[config.mk]
export PLATFORM = sky130hd
export DESIGN_NAME = pcib_bridge
export DESIGN_NICKNAME = d
export VERILOG_FILES = /design/src/rtl/pcib_pkg.sv /design/src/rtl/pcib_bridge.sv
export SDC_FILE = /design/constraint.sdc
export NUM_CORES = 1
export LEC_CHECK = 0
export BUFFER_PORTS_ARGS = -buffer_cell sky130_fd_sc_hd__buf_2
export CAP_MARGIN = 25
export CORE_AREA = 2 2 148 150
export DETAILED_ROUTE_END_ITERATION = 6
export DIE_AREA = 0 0 150 152
export GPL_ROUTABILITY_DRIVEN = 0
export GPL_TIMING_DRIVEN = 0
export PLACE_DENSITY = 0.66
export SLEW_MARGIN = 10
export SYNTH_ARGS = -nofsm -noshare
export SYNTH_HDL_FRONTEND = slang
export SYNTH_SLANG_ARGS = --single-unit
export TNS_END_PERCENT = 20
[constraint.sdc]
create_clock -name clk -period 4.4 [get_ports clk]
set_input_delay 0.66 -clock clk [delete_from_list [all_inputs] [get_ports clk]]
set_output_delay 0.66 -clock clk [all_outputs]
set_load 0.005 [all_outputs]
[src/rtl/pcib_pkg.sv]
package pcib_pkg;
	localparam logic [3:0] CMD_IO_RD = 4'h2;
	localparam logic [3:0] CMD_IO_WR = 4'h3;
	localparam logic [3:0] CMD_MEM_RD = 4'h6;
	localparam logic [3:0] CMD_MEM_WR = 4'h7;
	localparam logic [3:0] CMD_CFG_RD = 4'ha;
	localparam logic [3:0] CMD_CFG_WR = 4'hb;
	localparam logic [3:0] BE_ALL = 4'h0;
	localparam int CMD_WR_BIT = 0;
	localparam logic [1:0] CFG_TYPE0 = 2'h0;
	localparam logic [5:0] CFG_REG_ID = 6'h00;
	localparam logic [31:0] AT_IO_TOP = 32'h0000_0100;
	localparam int NCH = 8;
	localparam int CASC_CH = 4;
	localparam logic [7:0] ONE_CH = 8'h01;
	localparam int CLK_NS = 40;
	localparam int ALE_NS = 80;
	localparam int CMD_NS = 500;
	localparam logic [7:0] ALE_CYC = 8'((ALE_NS + CLK_NS - 1) / CLK_NS);
	localparam logic [7:0] CMD_CYC = 8'((CMD_NS + CLK_NS - 1) / CLK_NS);
	localparam logic [7:0] MABORT_CYC = 8'h05;
	localparam logic [7:0] CNT_MAX = 8'hff;
	localparam int SUB_WAIT_CYC = 3;

	typedef enum logic [3:0] {
		S_IDLE, S_DEC, S_WAIT, S_ALE, S_CMD, S_RESP, S_TURN,
		S_DREQ, S_MADR, S_MDAT, S_MTURN, S_CASC, S_MHOLD
	} pcib_state_e;

	typedef struct packed {
		logic frame_b; logic irdy_b; logic trdy_b; logic devsel_b;
		logic idsel; logic gnt_b; logic serr_b; logic par;
		logic [3:0] cbe; logic [31:0] ad;
	} pcib_pci_in_s;

	typedef struct packed {
		logic frame_b; logic irdy_b; logic trdy_b; logic devsel_b;
		logic req_b; logic par; logic perr_b;
		logic [3:0] cbe; logic [31:0] ad;
	} pcib_pci_out_s;

	typedef struct packed {
		logic frame; logic irdy; logic trdy; logic devsel;
		logic par; logic perr; logic cbe; logic ad;
	} pcib_pci_oe_s;

	typedef struct packed {
		logic [31:0] mem_base; logic [31:0] mem_mask;
		logic [31:0] io_base; logic [31:0] io_mask;
	} pcib_dec_s;

	typedef struct packed {
		logic iochrdy; logic memr_b; logic memw_b;
		logic [15:0] sd; logic [23:0] sa;
	} pcib_isa_in_s;

	typedef struct packed {
		logic address_latch_strobe; logic ior_b; logic iow_b;
		logic memr_b; logic memw_b; logic cmd_oe; logic iochrdy_oe;
		logic sd_oe; logic sa_oe; logic gpio_hi_oe;
		logic [15:0] sd; logic [23:0] sa; logic [3:0] gpio_hi;
	} pcib_isa_out_s;
endpackage : pcib_pkg

[src/rtl/pcib_bridge.sv]
// Summary of operation
// - PCI target; non-preemptable initiator for DMA
// - Positive decode; optional subtractive claim
// - Generate and check address/data parity
// - Decode configuration cycles via IDSEL
// - Forward unclaimed memory and I/O to ISA
// - Subtractive ignore: I/O, memory, or all
// - Reset into multiplexed ISA mode
// - Latch strobe only while address valid
// - Upper address 23:20 on pins 7:4
// - External-master mode supports ISA masters
// - Panel outputs off in external-master mode
// - Only ISA master memory cycles reach PCI
// - Positive decode of legacy AT I/O
// - NMI on system and parity errors
// - Seven DMA channels, two cascaded controllers
// - High page extends DMA address to 32
// - IOCHRDY low stretches the ISA cycle
// - Cascade channel grants bus to master
`timescale 1ns/10ps
`default_nettype none
module pcib_bridge #(
	parameter int SUB_CYC = pcib_pkg::SUB_WAIT_CYC,
	parameter logic [31:0] CFG_ID = 32'h1a2b_3c4d  // Arbitrary identity value
) (
	input wire logic clk,
	input wire logic rst_b,
	input wire pcib_pkg::pcib_pci_in_s pci_i,
	output var pcib_pkg::pcib_pci_out_s pci_o,
	output var pcib_pkg::pcib_pci_oe_s pci_oe,
	input wire pcib_pkg::pcib_dec_s dec,
	input wire logic sub_ign_io,
	input wire logic sub_ign_mem,
	input wire logic ext_master_sel,
	input wire pcib_pkg::pcib_isa_in_s isa_i,
	output var pcib_pkg::pcib_isa_out_s isa_o,
	input wire logic [7:0] dma_dreq,
	input wire logic [7:0] dma_cascade,
	input wire logic dma_to_mem,
	input wire logic [23:0] dma_addr,
	input wire logic [7:0] dma_page_hi,
	output logic [7:0] dma_dack_b,
	input wire logic nmi_en,
	input wire logic nmi_clr,
	output logic nmi,
	output logic panel_en
);
	pcib_pkg::pcib_state_e st, next_st;
	logic [31:0] addr, dat;
	logic [3:0] cmd;
	logic [7:0] cnt;
	logic [2:0] ch;
	logic mode_ext, dma, mst, dir_to_mem, idsel_q;
	logic chk_v, chk_a, chk_p, perr_q, nmi_flag, par_q, par_oe_q;

	function automatic logic pcib_par(input logic [31:0] ad, input logic [3:0] be);
		return ^{ad, be};
	endfunction : pcib_par

	// Fixed priority, controller one reaches the bus through the cascade input
	function automatic logic [3:0] pcib_pick(input logic [7:0] r);
		logic [3:0] p;
		p = '0;
		for (int i = pcib_pkg::NCH - 1; i >= 0; i--) begin
			if (r[i] && i != pcib_pkg::CASC_CH) begin
				p = {1'b1, 3'(i)};
			end
		end
		return p;
	endfunction : pcib_pick

	wire is_io = cmd == pcib_pkg::CMD_IO_RD || cmd == pcib_pkg::CMD_IO_WR;
	wire is_mem = cmd == pcib_pkg::CMD_MEM_RD || cmd == pcib_pkg::CMD_MEM_WR;
	wire is_cfg = cmd == pcib_pkg::CMD_CFG_RD || cmd == pcib_pkg::CMD_CFG_WR;
	wire is_wr = cmd[pcib_pkg::CMD_WR_BIT];
	wire mem_hit = is_mem && ((addr & dec.mem_mask) == dec.mem_base);
	wire io_win = ((addr & dec.io_mask) == dec.io_base);
	wire io_hit = is_io && (io_win || addr < pcib_pkg::AT_IO_TOP);
	wire cfg_hit = is_cfg && idsel_q && addr[1:0] == pcib_pkg::CFG_TYPE0;
	wire pos_hit = mem_hit || io_hit || cfg_hit;
	wire sub_ok = (is_io && !sub_ign_io) || (is_mem && !sub_ign_mem);
	wire dec_end = cnt == 8'(SUB_CYC);
	wire sub_claim = st == pcib_pkg::S_DEC && !pos_hit && dec_end && pci_i.devsel_b && sub_ok;
	wire claim = st == pcib_pkg::S_DEC && (pos_hit || sub_claim);
	wire [3:0] pick = pcib_pick(dma_dreq);
	wire isa_wr = dma ? !dir_to_mem : is_wr;
	wire bus_idle = pci_i.frame_b && pci_i.irdy_b;
	wire mst_mem = !(isa_i.memr_b && isa_i.memw_b);
	wire ini_ph = st inside {pcib_pkg::S_DREQ, pcib_pkg::S_MADR, pcib_pkg::S_MDAT,
		pcib_pkg::S_MTURN};
	wire tgt_ph = !dma && st inside {pcib_pkg::S_ALE, pcib_pkg::S_CMD, pcib_pkg::S_RESP};
	wire isa_ph = !dma && st inside {pcib_pkg::S_ALE, pcib_pkg::S_CMD};
	wire cmd_ph = st == pcib_pkg::S_CMD;
	wire ale_ph = st == pcib_pkg::S_ALE && !mode_ext;
	wire [3:0] cbe_now = pci_oe.cbe ? pci_o.cbe : pci_i.cbe;
	wire par_err = chk_v && (pci_i.par != chk_p);

	always_comb begin
		next_st = st;
		case (st)
			pcib_pkg::S_IDLE: begin
				if (!pci_i.frame_b && pci_i.irdy_b) begin
					next_st = pcib_pkg::S_DEC;
				end else if (pick[3]) begin
					if (dma_cascade[pick[2:0]]) begin
						next_st = pcib_pkg::S_CASC;
					end else begin
						next_st = dma_to_mem ? pcib_pkg::S_CMD : pcib_pkg::S_DREQ;
					end
				end
			end
			pcib_pkg::S_DEC: begin
				if (claim) begin
					next_st = is_cfg ? pcib_pkg::S_RESP : pcib_pkg::S_ALE;
				end else if (!pci_i.devsel_b || dec_end) begin
					next_st = pcib_pkg::S_WAIT;
				end
			end
			pcib_pkg::S_WAIT: if (bus_idle) next_st = pcib_pkg::S_IDLE;
			pcib_pkg::S_ALE: begin
				if (cnt >= pcib_pkg::ALE_CYC - 8'h01 && (!is_wr || !pci_i.irdy_b)) begin
					next_st = pcib_pkg::S_CMD;
				end
			end
			pcib_pkg::S_CMD: begin
				if (cnt >= pcib_pkg::CMD_CYC && isa_i.iochrdy) begin
					if (!dma) next_st = pcib_pkg::S_RESP;
					else next_st = dir_to_mem ? pcib_pkg::S_DREQ : pcib_pkg::S_IDLE;
				end
			end
			pcib_pkg::S_RESP: if (!pci_i.irdy_b) next_st = pcib_pkg::S_TURN;
			pcib_pkg::S_TURN: next_st = pcib_pkg::S_IDLE;
			pcib_pkg::S_DREQ: begin
				if (!pci_i.gnt_b && bus_idle) next_st = pcib_pkg::S_MADR;
			end
			pcib_pkg::S_MADR: next_st = pcib_pkg::S_MDAT;
			pcib_pkg::S_MDAT: begin
				if (!pci_i.trdy_b || (pci_i.devsel_b && cnt >= pcib_pkg::MABORT_CYC)) begin
					next_st = pcib_pkg::S_MTURN;
				end
			end
			pcib_pkg::S_MTURN: begin
				if (mst) next_st = pcib_pkg::S_MHOLD;
				else next_st = dir_to_mem ? pcib_pkg::S_IDLE : pcib_pkg::S_CMD;
			end
			pcib_pkg::S_CASC: begin
				if (!dma_dreq[ch]) next_st = pcib_pkg::S_IDLE;
				else if (mode_ext && mst_mem) next_st = pcib_pkg::S_DREQ;
			end
			pcib_pkg::S_MHOLD: if (!mst_mem) next_st = pcib_pkg::S_CASC;
			default: next_st = pcib_pkg::S_IDLE;
		endcase
	end

	always_ff @(posedge clk or negedge rst_b) begin
		if (!rst_b) begin
			st <= pcib_pkg::S_IDLE;
			cnt <= '0;
			mode_ext <= 1'b0;
		end else begin
			st <= next_st;
			cnt <= (next_st != st) ? '0 : (cnt == pcib_pkg::CNT_MAX ? cnt : cnt + 8'h01);
			if (st == pcib_pkg::S_IDLE) mode_ext <= ext_master_sel;
		end
	end

	always_ff @(posedge clk or negedge rst_b) begin
		if (!rst_b) begin
			addr <= '0;
			cmd <= '0;
			idsel_q <= 1'b0;
			dma <= 1'b0;
			mst <= 1'b0;
			dir_to_mem <= 1'b0;
			ch <= '0;
		end else if (st == pcib_pkg::S_IDLE) begin
			dma <= 1'b0;
			mst <= 1'b0;
			if (next_st == pcib_pkg::S_DEC) begin
				addr <= pci_i.ad;
				cmd <= pci_i.cbe;
				idsel_q <= pci_i.idsel;
			end else if (pick[3]) begin
				ch <= pick[2:0];
				dma <= !dma_cascade[pick[2:0]];
				dir_to_mem <= dma_to_mem;
				addr <= {dma_page_hi, dma_addr};
				cmd <= dma_to_mem ? pcib_pkg::CMD_MEM_WR : pcib_pkg::CMD_MEM_RD;
			end
		end else if (st == pcib_pkg::S_CASC && next_st == pcib_pkg::S_DREQ) begin
			mst <= 1'b1;
			addr <= 32'(isa_i.sa);
			cmd <= isa_i.memw_b ? pcib_pkg::CMD_MEM_RD : pcib_pkg::CMD_MEM_WR;
		end
	end

	always_ff @(posedge clk or negedge rst_b) begin
		if (!rst_b) begin
			dat <= '0;
		end else if (claim && is_cfg) begin
			dat <= (addr[7:2] == pcib_pkg::CFG_REG_ID) ? CFG_ID : '0;
		end else if (st == pcib_pkg::S_ALE && is_wr && !pci_i.irdy_b) begin
			dat <= pci_i.ad;
		end else if (cmd_ph && next_st != st && !isa_wr) begin
			dat <= 32'(isa_i.sd);
		end else if (st == pcib_pkg::S_MDAT && !pci_i.trdy_b && !is_wr) begin
			dat <= pci_i.ad;
		end else if (st == pcib_pkg::S_CASC && next_st == pcib_pkg::S_DREQ) begin
			dat <= 32'(isa_i.sd);
		end
	end

	always_ff @(posedge clk or negedge rst_b) begin
		if (!rst_b) begin
			chk_v <= 1'b0;
			chk_a <= 1'b0;
			chk_p <= 1'b0;
			perr_q <= 1'b0;
			par_q <= 1'b0;
			par_oe_q <= 1'b0;
			nmi_flag <= 1'b0;
		end else begin
			chk_v <= (st == pcib_pkg::S_IDLE && next_st == pcib_pkg::S_DEC)
				|| (st == pcib_pkg::S_RESP && is_wr && !pci_i.irdy_b)
				|| (st == pcib_pkg::S_MDAT && !is_wr && !pci_i.trdy_b);
			chk_a <= st == pcib_pkg::S_IDLE;
			chk_p <= pcib_par(pci_i.ad, pci_i.cbe);
			perr_q <= par_err && !chk_a;
			par_q <= pcib_par(pci_o.ad, cbe_now);
			par_oe_q <= pci_oe.ad;
			if (nmi_en && (par_err || !pci_i.serr_b)) nmi_flag <= 1'b1;
			else if (nmi_clr) nmi_flag <= 1'b0;
		end
	end

	// Request is held through the whole transfer so ownership is not lost
	assign pci_o.req_b = !ini_ph;
	assign pci_o.frame_b = st != pcib_pkg::S_MADR;
	assign pci_o.irdy_b = st != pcib_pkg::S_MDAT;
	assign pci_o.trdy_b = st != pcib_pkg::S_RESP;
	assign pci_o.devsel_b = !tgt_ph;
	assign pci_o.cbe = (st == pcib_pkg::S_MADR) ? cmd : pcib_pkg::BE_ALL;
	assign pci_o.ad = (st == pcib_pkg::S_MADR) ? addr : dat;
	assign pci_o.par = par_q;
	assign pci_o.perr_b = !perr_q;
	assign pci_oe.frame = st inside {pcib_pkg::S_MADR, pcib_pkg::S_MDAT, pcib_pkg::S_MTURN};
	assign pci_oe.irdy = pci_oe.frame;
	assign pci_oe.cbe = st inside {pcib_pkg::S_MADR, pcib_pkg::S_MDAT};
	assign pci_oe.devsel = tgt_ph || st == pcib_pkg::S_TURN;
	assign pci_oe.trdy = pci_oe.devsel;
	assign pci_oe.ad = st == pcib_pkg::S_MADR || (st == pcib_pkg::S_MDAT && is_wr)
		|| (st == pcib_pkg::S_RESP && !is_wr);
	assign pci_oe.par = par_oe_q;
	assign pci_oe.perr = perr_q;

	// Shared bus carries the address for the external latch, then data
	assign isa_o.address_latch_strobe = ale_ph;
	assign isa_o.sd = ale_ph ? addr[15:0] : dat[15:0];
	assign isa_o.sd_oe = ale_ph || (cmd_ph && isa_wr)
		|| (st == pcib_pkg::S_MHOLD && !isa_i.memr_b);
	assign isa_o.sa = addr[23:0];
	assign isa_o.sa_oe = mode_ext && isa_ph;
	assign isa_o.gpio_hi = addr[23:20];
	assign isa_o.gpio_hi_oe = !mode_ext && isa_ph;
	assign isa_o.ior_b = !(cmd_ph && (dma ? dir_to_mem : (is_io && !is_wr)));
	assign isa_o.iow_b = !(cmd_ph && (dma ? !dir_to_mem : (is_io && is_wr)));
	assign isa_o.memr_b = !(cmd_ph && !dma && is_mem && !is_wr);
	assign isa_o.memw_b = !(cmd_ph && !dma && is_mem && is_wr);
	assign isa_o.cmd_oe = !(st == pcib_pkg::S_CASC || mst);
	assign isa_o.iochrdy_oe = mst && ini_ph;
	assign dma_dack_b = ~(((dma && cmd_ph) || st == pcib_pkg::S_CASC || mst)
		? (pcib_pkg::ONE_CH << ch) : '0);
	assign panel_en = !mode_ext;
	assign nmi = nmi_flag;
endmodule : pcib_bridge
`default_nettype wire

### After elaboration in Yosys (flattened, before gate mapping)

Index checks and enable logic that the tools add are counted.

| word-level totals | value |
|---|---|
| output and inout bits | 115 |
| word-level logic and storage cells | 243 |
| flip-flop bits (word level) | 95 |
| input bits | 271 |

| operators by class | value |
|---|---|
| reductions and logical operators | 118 |
| $lt $le $gt $ge | 6 |
| add/sub/neg operators | 1 |
| bitwise gates (word level) | 4 |
| equal/unequal tests | 31 |
| shift operators | 1 |
| mux-type cells | 64 |

Operators by type and width:

| kind | count |
|---|---|
| 32-bit two-way mux | 10 |
| 4-bit two-way mux | 28 |
| 36-bit XOR reduction | 2 |
| 32-bit bitwise AND | 2 |
| 32-bit == test | 2 |
| 1-bit logical AND | 54 |
| 4-bit case mux with 12 select lines | 1 |
| 32-bit by 9-bit < comparator with 1-bit output (second input constant) | 1 |
| 29-bit two-way mux | 1 |
| 4-bit by 3-bit == test with 1-bit output (second input constant) | 7 |
| 4-bit == test (second input constant) | 7 |
| 1-bit logical NOT | 26 |
| 8-bit two-way mux | 3 |
| 1-bit logical OR | 22 |
| 4-bit by 2-bit == test with 1-bit output (second input constant) | 4 |
| 16-bit two-way mux | 1 |
| 1-bit two-way mux | 13 |
| 3-bit two-way mux | 4 |
| 8-bit by 1-bit adder with 8-bit output (second input constant) | 1 |
| 4-bit by 1-bit == test with 1-bit output (second input constant) | 2 |
| 8-bit by 2-bit == test with 1-bit output (second input constant) | 1 |
| 8-bit == test (second input constant) | 1 |
| 8-bit by 1-bit >= comparator with 1-bit output (second input constant) | 1 |
| 8-bit by 3-bit >= comparator with 1-bit output (second input constant) | 1 |
| other kinds (22) | 30 |

### Logic depth before layout (Yosys ltp)

Gate-level depths: netlist of run 1.

| logic depth | value |
|---|---|
| depth after elaboration | 22 |
| mapped depth | 13 |
| mapped depth without buffers | 11 |

### Worst setup path before layout of run 1

No wires, ideal clock.

| path | value |
|---|---|
| path type | input port to flip-flop |
| start point | input port dma_dreq[7] |
| end point | register addr[18] |
| path buffers | 1 |
| slack | 1.437 ns |
| cell stages on the path | 10 |
| data arrival time | 2.837 ns |
| library setup time | 0.126 ns |
| required time | 4.274 ns |
| path through | mux4_2 > mux2i_1 > nor3_1 > or4_4 > a31oi_2 > o2111ai_2 > nand4_2 > nor2_2 > buf_2 > a221o_1 |

| on the way | value |
|---|---|
| longest elaborated chain between the ends | 17 |
| elaborated cells between the ends (all ways) | 24 |
| those cells by class | eq/ne: 3; mux: 18; reduce/logical: 3 |

Ends and longest elaborated chain:

| item | RTL line | RTL |
|---|---|---|
| start: declaration | pcib_bridge.sv:37 | `input wire logic [7:0] dma_dreq,` |
| 4-bit two-way mux (7 in series) | pcib_bridge.sv:65 | `if (r[i] && i != pcib_pkg::CASC_CH) begin` |
| 1-bit binary-select mux with 3-bit select | pcib_bridge.sv:105 | `if (dma_cascade[pick[2:0]]) begin` |
| 1-bit two-way mux (implied by the code) | pcib_bridge.sv:105 |  |
| 4-bit two-way mux | pcib_bridge.sv:105 |  |
| 4-bit two-way mux | pcib_bridge.sv:104 | `end else if (pick[3]) begin` |
| 4-bit two-way mux | pcib_bridge.sv:102 | `if (!pci_i.frame_b && pci_i.irdy_b) begin` |
| 4-bit case mux with 12 select lines * | pcib_bridge.sv:100 | `case (st)` |
| named net next_st[0] | pcib_bridge.sv:48 | `pcib_pkg::pcib_state_e st, next_st;` |
| 4-bit by 3-bit == test with 1-bit output | pcib_bridge.sv:190 | `end else if (st == pcib_pkg::S_CASC && next_st == pcib_pkg::S_DREQ) begin` |
| 1-bit logical AND | pcib_bridge.sv:190 |  |
| 2-bit nonzero test (no source line) | n/a |  |
| 2-bit AND reduction (no source line) | n/a |  |
| end signal: assignment | pcib_bridge.sv:180 | `addr <= pci_i.ad;` |
| end signal: assignment | pcib_bridge.sv:187 | `addr <= {dma_page_hi, dma_addr};` |
| end signal: assignment | pcib_bridge.sv:192 | `addr <= 32'(isa_i.sa);` |
| end: declaration | pcib_bridge.sv:49 | `logic [31:0] addr, dat;` |

Mark *: on every way through the listed nets, which the timed path passes. The rest lies on a longest branch. The select of a mux whose other input is x is not followed.
A chain may end at the register's enable or synchronous reset.

==> out/qor.csv, run 1 <==
stage,metric,value,unit
finish,"commonest non-fill, non-tap cell in the layout",buf_2,
critical_path,startpoint types,flop,
clock_tree,Post-CTS Setup Bufs,0,
critical_path,"critical path, cell by cell","buf_2, nor2_1, nand3_1, nor2_1, clkbuf_1, mux2_2, buf_2",
sta,Final Hold Viols,0,
sta,crit share post-route,93.5,%
clock_tree,H-tree Lvls,3,
detailed_routing,average routed wire per standard cell,22.2,um
yosys,post-synthesis simple-gate area fraction,20.7,%
floorplan,Die Area,22800,um2
critical_path,Crit-path slowest cell,nor2_1,
yosys,cell area after synthesis,8110,um2
yosys,Post-synth ARST share,100,%
finish,# nets final,1600,
floorplan,Initial Utilization,38.0,%
floorplan,area of the core,21400,um2
yosys,syn_nets,1204,
detailed_routing,DRT Pass-1 Iters,7,
yosys,"area leader, netlist",dfrtp_1,
yosys,share of the synthesized area in the top cell type,29.3,%
yosys,main combinational cell family by area after synthesis,compound AO/OA/AOI/OAI gates,
critical_path,CP Data Arrival Time,3.45,ns
power,VDD IR-drop max,0.000462,V
yosys,xor and xnor fraction of the mapped netlist area,11.1,%
yosys,"top cells by area, synth","dfrtp_1 (29%), mux2_2 (7.2%), nand2_1 (4.5%)",
floorplan,# IOs,386,
sta,worst-margin pin slew,0.979,ns
clock_tree,post-CTS resize count,0,
finish,Area Overhead vs Synth,32.5,%
critical_path,Worst EP required,3.74,ns
finish,fraction of layout instances using a drive strength above 1,39.4,%
yosys,number of synthesized flops with an enable pin,0,
finish,most frequent cells in the layout,"buf_2 (397), nand2_1 (98), dfrtp_1 (95), a21oi_1 (70), nand3_1 (57)",
yosys,Avg Inst Size Synth,8.72,um2
clock_tree,Root Driver,clkbuf_16,
critical_path,Crit path buffers/inverters,3,
min_path,Worst Hold Class,in -> async,
clock_tree,Longest Clk Path Bufs,2,
sta,Slew HR,34.5,%
placed_design,placed insts,1595,
sta,setup TNS,0,ns
placed_design,dpl hpwl,28.8,mm
power,P_leak,0.00530,uW
sta,clk_skew,0.0142,ns
sta,Tmin final,4.11,ns
yosys,synthesized flop and latch total,95,
clock_tree,clk slew on worst S/H paths,0.07,ns
yosys,top_reg_cell synth,dfrtp_1,
floorplan,Site Rows,54,
detailed_routing,Iter 0 DRT Violations,917,
global_routing,global route total overflow,0,
detailed_routing,vias per cell,5.70,
yosys,compound-cell area share of the yosys netlist,20.9,%
clock_tree,clk_lat worst skew,0.36,ns
sta,final number of setup-violating endpoints,0,
sta,Fmax,0.243,GHz
detailed_routing,Post-route DRC,0,
critical_path,cell class contributing the biggest share of worst-path delay,simple AND/OR/NAND/NOR gates,
clock_tree,total CTS buffers,9,
detailed_routing,via count,9213,
power,pwr dens,693,nW/um2
critical_path,CP Max Fanout,10,
yosys,yosys warns,0,
detailed_routing,WL final,35.9,mm
yosys,sequential element share of the synthesized area,29.3,%
detailed_routing,Final ANT Viol Nets,0,
clock_tree,CTS tree,done,
yosys,multiplexer share of the synthesized area,11.1,%
global_routing,Total GRT Usage,30.5,%
run_status,outcome,"complete, no violations",
sta,Final Max Slew Viols,0,
floorplan,width of the die,150,um
global_routing,first-pass GRT wire length,52.4,mm
sta,unrepaired setup endpoints after global routing,false,
critical_path,CP peak stage delay,0.83,ns
yosys,Syn Inst Count,930,
placed_design,IO Port Bufs,384,
critical_path,Worst Setup End Kind,output pin,
yosys,Unique masters post-synth,67,
run,max-capacitance violation count,0,
clock_tree,Hold Buf Count CTS,0,
finish,final cell count without fillers,1616,
critical_path,WS Path Type,reg -> out,
floorplan,die height,152,um
global_routing,initial antenna violation count,6,
clock_tree,Num Clock Sinks,95,
global_routing,vias in the first global route,8525,
global_routing,pin count of the biggest net entering global routing,57,
yosys,Post-Synth Adder-Cell Area,0.463,%
power breakdown:
group / internal [uW] / switching (uW) / leakage [uW]
clock: 467 / 388 / 0.000152
combinational: 2340 / 2400 / 0.00396
sequential: 1260 / 591 / 0.00119
total: 4070 / 3370 / 0.00530
cell type report:
| cell class | instances | area (um2) |
|---|---|---|
| fillers | 2126 | 10600 |
| multi-input cells | 740 | 5210 |
| flip-flops and latches | 95 | 2380 |
| repair buffers | 385 | 1960 |
| plain buffers | 79 | 457 |
| well taps | 280 | 350 |
| clock buffers | 10 | 239 |
| clock inverters | 6 | 75.1 |
| inverters | 16 | 60.1 |
| diodes | 5 | 12.5 |
cell usage after synthesis, types with 29 or more instances:
library cell	number
a221o_1	33
dfrtp_1	95
nor2_1	51
xor2_1	41
and3_1	29
mux2_2	52
o21ai_0	30
a21oi_1	70
xnor2_1	38
nand3_1	57
nand2_1	98
buf_4	36
cell families after synthesis:
family / after synthesis
buffers and inverters: 95
DFF: 95
AOI/OAI and AO/OA: 236
xor gates and xnor gates: 88
adders and majority gates: 3
and+or+nand+nor: 332
muxes: 81
flip-flops by register name, summed over array words and instances (netlist names), 3 cells and up:
name / flops
ch: 3
st: 4
addr: 32
cnt: 8
dat: 32
cmd: 4
layer usage:
layer | part of all wire, % | GRT usage (%) | routed length (um)
met1 | 41 | 40.5 | 14600
met5 | 0.036 | 0 | 13
met2 | 48 | 50.3 | 17100
met3 | 9.2 | 6.16 | 3320
met4 | 2.5 | 8.67 | 903
worst paths after layout:
| path | start | slack [ns] | end | cells after the start |
|---|---|---|---|---|
| max in group asynchronous | rst_b | 3.55 | chk_p | 2 |
| setup / recovery | st[2] | 0.29 | isa_o[34] | 7 |
| hold / removal | rst_b | 0.22 | dat[2] | 1 |
| hold reg to reg | chk_a | 0.40 | perr_q | 1 |
| setup reg to reg | addr[5] | 0.30 | addr[18] | 10 |
| min in group clk | chk_a | 0.40 | perr_q | 1 |
per-stage QoR:
stage	hold slack [ns]	worst slack (ns)	utilization (%)	total power, uW	area (um2)
floorplan	0.364	1.44	-	4750	8110
global placement	0.392	0.321	48.6	6460	10400
detailed placement	0.391	0.304	48.8	6510	10400
CTS	0.229	0.294	50.2	7380	10700
global route	0.236	0.186	50.3	7860	10700
finish	0.218	0.288	50.3	7440	10700
(Power assumes the default switching activity.)
==> inputs of run 2 (changes only) <==
REMOVE_ABC_BUFFERS = 1   (was not set)
==> out/qor.csv, run 2 (same netlist as run 1, synthesis figures left out) <==
stage,metric,value,unit,change
run_status,outcome,"complete, no violations",,
finish,most frequent cells in the layout,"buf_2 (383), nand2_1 (97), dfrtp_1 (95), a21oi_1 (70), nand3_1 (57)",,
sta,Final Max Slew Viols,0,,unchanged
critical_path,Worst EP required,4.60,ns,+0.86 ns
power,P_leak,0.00514,uW,-3.1%
placed_design,dpl hpwl,26.1,mm,-9.7%
critical_path,startpoint types,flop,,
sta,worst hold slack,0.210,ns,-0.00772 ns
critical_path,Worst Setup End Kind,flop,,
clock_tree,clk_lat worst skew,0.35,ns,about the same
finish,final cell count without fillers,1545,,-4.4%
detailed_routing,average routed wire per standard cell,21.7,um,-2.4%
sta,Slew HR,34.9,%,+0.40 points
global_routing,global route total overflow,0,,unchanged
global_routing,vias in the first global route,8420,,-1.2%
critical_path,R2R Setup Slk,0.26,ns,-0.04 ns
sta,worst-margin pin slew,0.976,ns,-0.00238 ns
detailed_routing,Final ANT Viol Nets,0,,unchanged
floorplan,die height,152,um,unchanged
finish,Area Overhead vs Synth,29.8,%,
finish,# nets final,1533,,-4.2%
global_routing,pin count of the biggest net entering global routing,62,,+8.8%
sta,Final Hold Viols,0,,unchanged
clock_tree,H-tree Lvls,3,,unchanged
floorplan,Die Area,22800,um2,unchanged
finish,FF/Latch Area,2380,um2,unchanged
critical_path,worst r2r path cells,9,,-1
sta,crit share post-route,94.1,%,+0.63 points
critical_path,WS Path Type,reg -> reg,,
finish,Regs by FF count,"addr (32), dat (32), cnt (8)",,
sta,clk_skew,0.00952,ns,-0.00466 ns
clock_tree,total CTS buffers,9,,unchanged
power,pwr dens,681,nW/um2,-1.7%
floorplan,Site Rows,54,,unchanged
global_routing,initial antenna violation count,4,,-2
detailed_routing,Post-route DRC,0,,unchanged
floorplan,# IOs,386,,unchanged
global_routing,Total GRT Usage,28.6,%,-1.9 points
critical_path,reg-to-reg endpoint,par_q,,
clock_tree,CTS tree,done,,
run,max-capacitance violation count,0,,unchanged
clock_tree,Num Clock Sinks,95,,unchanged
clock_tree,Root Driver,clkbuf_16,,
critical_path,CP Max Fanout,19,,+9
finish,FILL cells,2121,,-0.24%
finish,"commonest non-fill, non-tap cell in the layout",buf_2,,
clock_tree,Hold Buf Count CTS,0,,unchanged
sta,Tmin final,4.14,ns,+0.0277 ns
min_path,Worst Hold Class,in -> async,,
detailed_routing,vias per cell,5.74,,+0.77%
clock_tree,clk slew on worst S/H paths,0.07,ns,about the same
detailed_routing,via count,8876,,-3.7%
finish,multi-input logic area,5290,um2,+1.4%
finish,fraction of layout instances using a drive strength above 1,39.0,%,-0.41 points
detailed_routing,Iter 0 DRT Violations,607,,-34%
clock_tree,Longest Clk Path Bufs,2,,unchanged
critical_path,reg2reg start,st[1],,
detailed_routing,DRT Pass-1 Iters,7,,unchanged
floorplan,Initial Utilization,38.0,%,unchanged
critical_path,CP Data Arrival Time,4.34,ns,+0.89 ns
global_routing,first-pass GRT wire length,49.6,mm,-5.3%
detailed_routing,WL final,33.5,mm,-6.7%
placed_design,IO Port Bufs,384,,unchanged
sta,unrepaired setup endpoints after global routing,false,,
placed_design,placed insts,1523,,-4.5%
sta,final number of setup-violating endpoints,0,,unchanged
power,VDD IR-drop max,0.000423,V,-8.5%
floorplan,width of the die,150,um,unchanged
floorplan,area of the core,21400,um2,unchanged
sta,Fmax,0.242,GHz,-0.67%
==> run 2: changes by cell type in the layout (fill, tap and decap cells not counted), moves of 2 or more <==
cell,delta
diode_2,-3
clkbuf_1,-26
nor2_4,+3
buf_8,+2
buf_16,+3
buf_4,-32
nor2_1,-2
clkinv_2,+2
buf_2,-14
inv_6,-2
buf_12,+2
==> run 2: critical path, stage by stage, from the launching register on <==
cell and delay [ns]:
dfrtp_1 0.61, or2_1 0.37, nor2_4 0.58, buf_16 0.24
mux2_2 0.42, xor2_1 0.42, xor3_1 0.42, xnor3_1 0.39
xnor2_1 0.39, xor2_1 0.11
==> run 2: worst max-delay path by stage <==
stage / cells past startpoint / end / slack, ns / startpoint
6_report: 9 / par_q / 0.26 / st[1]
5_1_grt: 12 / addr[1] / 0.11 / st[1]
4_1_cts: 9 / cmd[3] / 0.03 / st[1]
3_5_place_dp: 9 / idsel_q / -1.06 / st[1]
3_3_place_gp: 9 / dat[2] / -2.93 / st[1]
2_1_floorplan: 9 / dat[2] / -0.13 / st[1]
==> run 2: per-stage QoR <==
step	total power, uW	TNS [ns]	instance area (um2)	worst slack [ns]	utilization [%]
floorplan	4460	-0.126	7650	-0.126	-
global placement	6110	-194.48	9920	-2.93	46.5
detailed placement	6260	-45.74	10100	-1.06	47.5
CTS	7140	0	10500	0.0264	49.1
global route	7630	0	10500	0.110	49.3
finish	7170	0	10500	0.260	49.3
==> run 2: layout make-up <==
cell class                      instances  share of cell area (%)
Antenna cell                            2                  0.0476
Tap cell                              280                    3.33
Multi-Input combinational cell        741                    50.3
Clock inverter                          3                   0.404
Timing Repair Buffer                  396                    20.3
Inverter                               16                   0.583
Clock buffer                           12                    2.44
Sequential cell                        95                    22.6
==> run 2: power breakdown <==
part / total [uW] / internal [uW] / switching (uW)
clock: 802 / 468 / 334
combinational: 4420 / 2200 / 2220
sequential: 1940 / 1260 / 678
total: 7170 / 3940 / 3230
==> run 2: repair_timing <==
item                                   CTS  global route
pin swaps                                1             1
gates cloned                             1             0
buffers inserted                         2             2
endpoints found under the hold margin    0             0
gates resized for setup                  3             3
setup endpoints to repair               78            64
==> run 2: metal layers <==
layer  wire length (um)  vias up  global-route usage (%)
met4                677        2                    8.54
met2              15300      512                    45.0
met1              14400     4226                    40.4
met5                 17        -                       0
li1                   -     4085                       -
met3               3090       51                    4.68
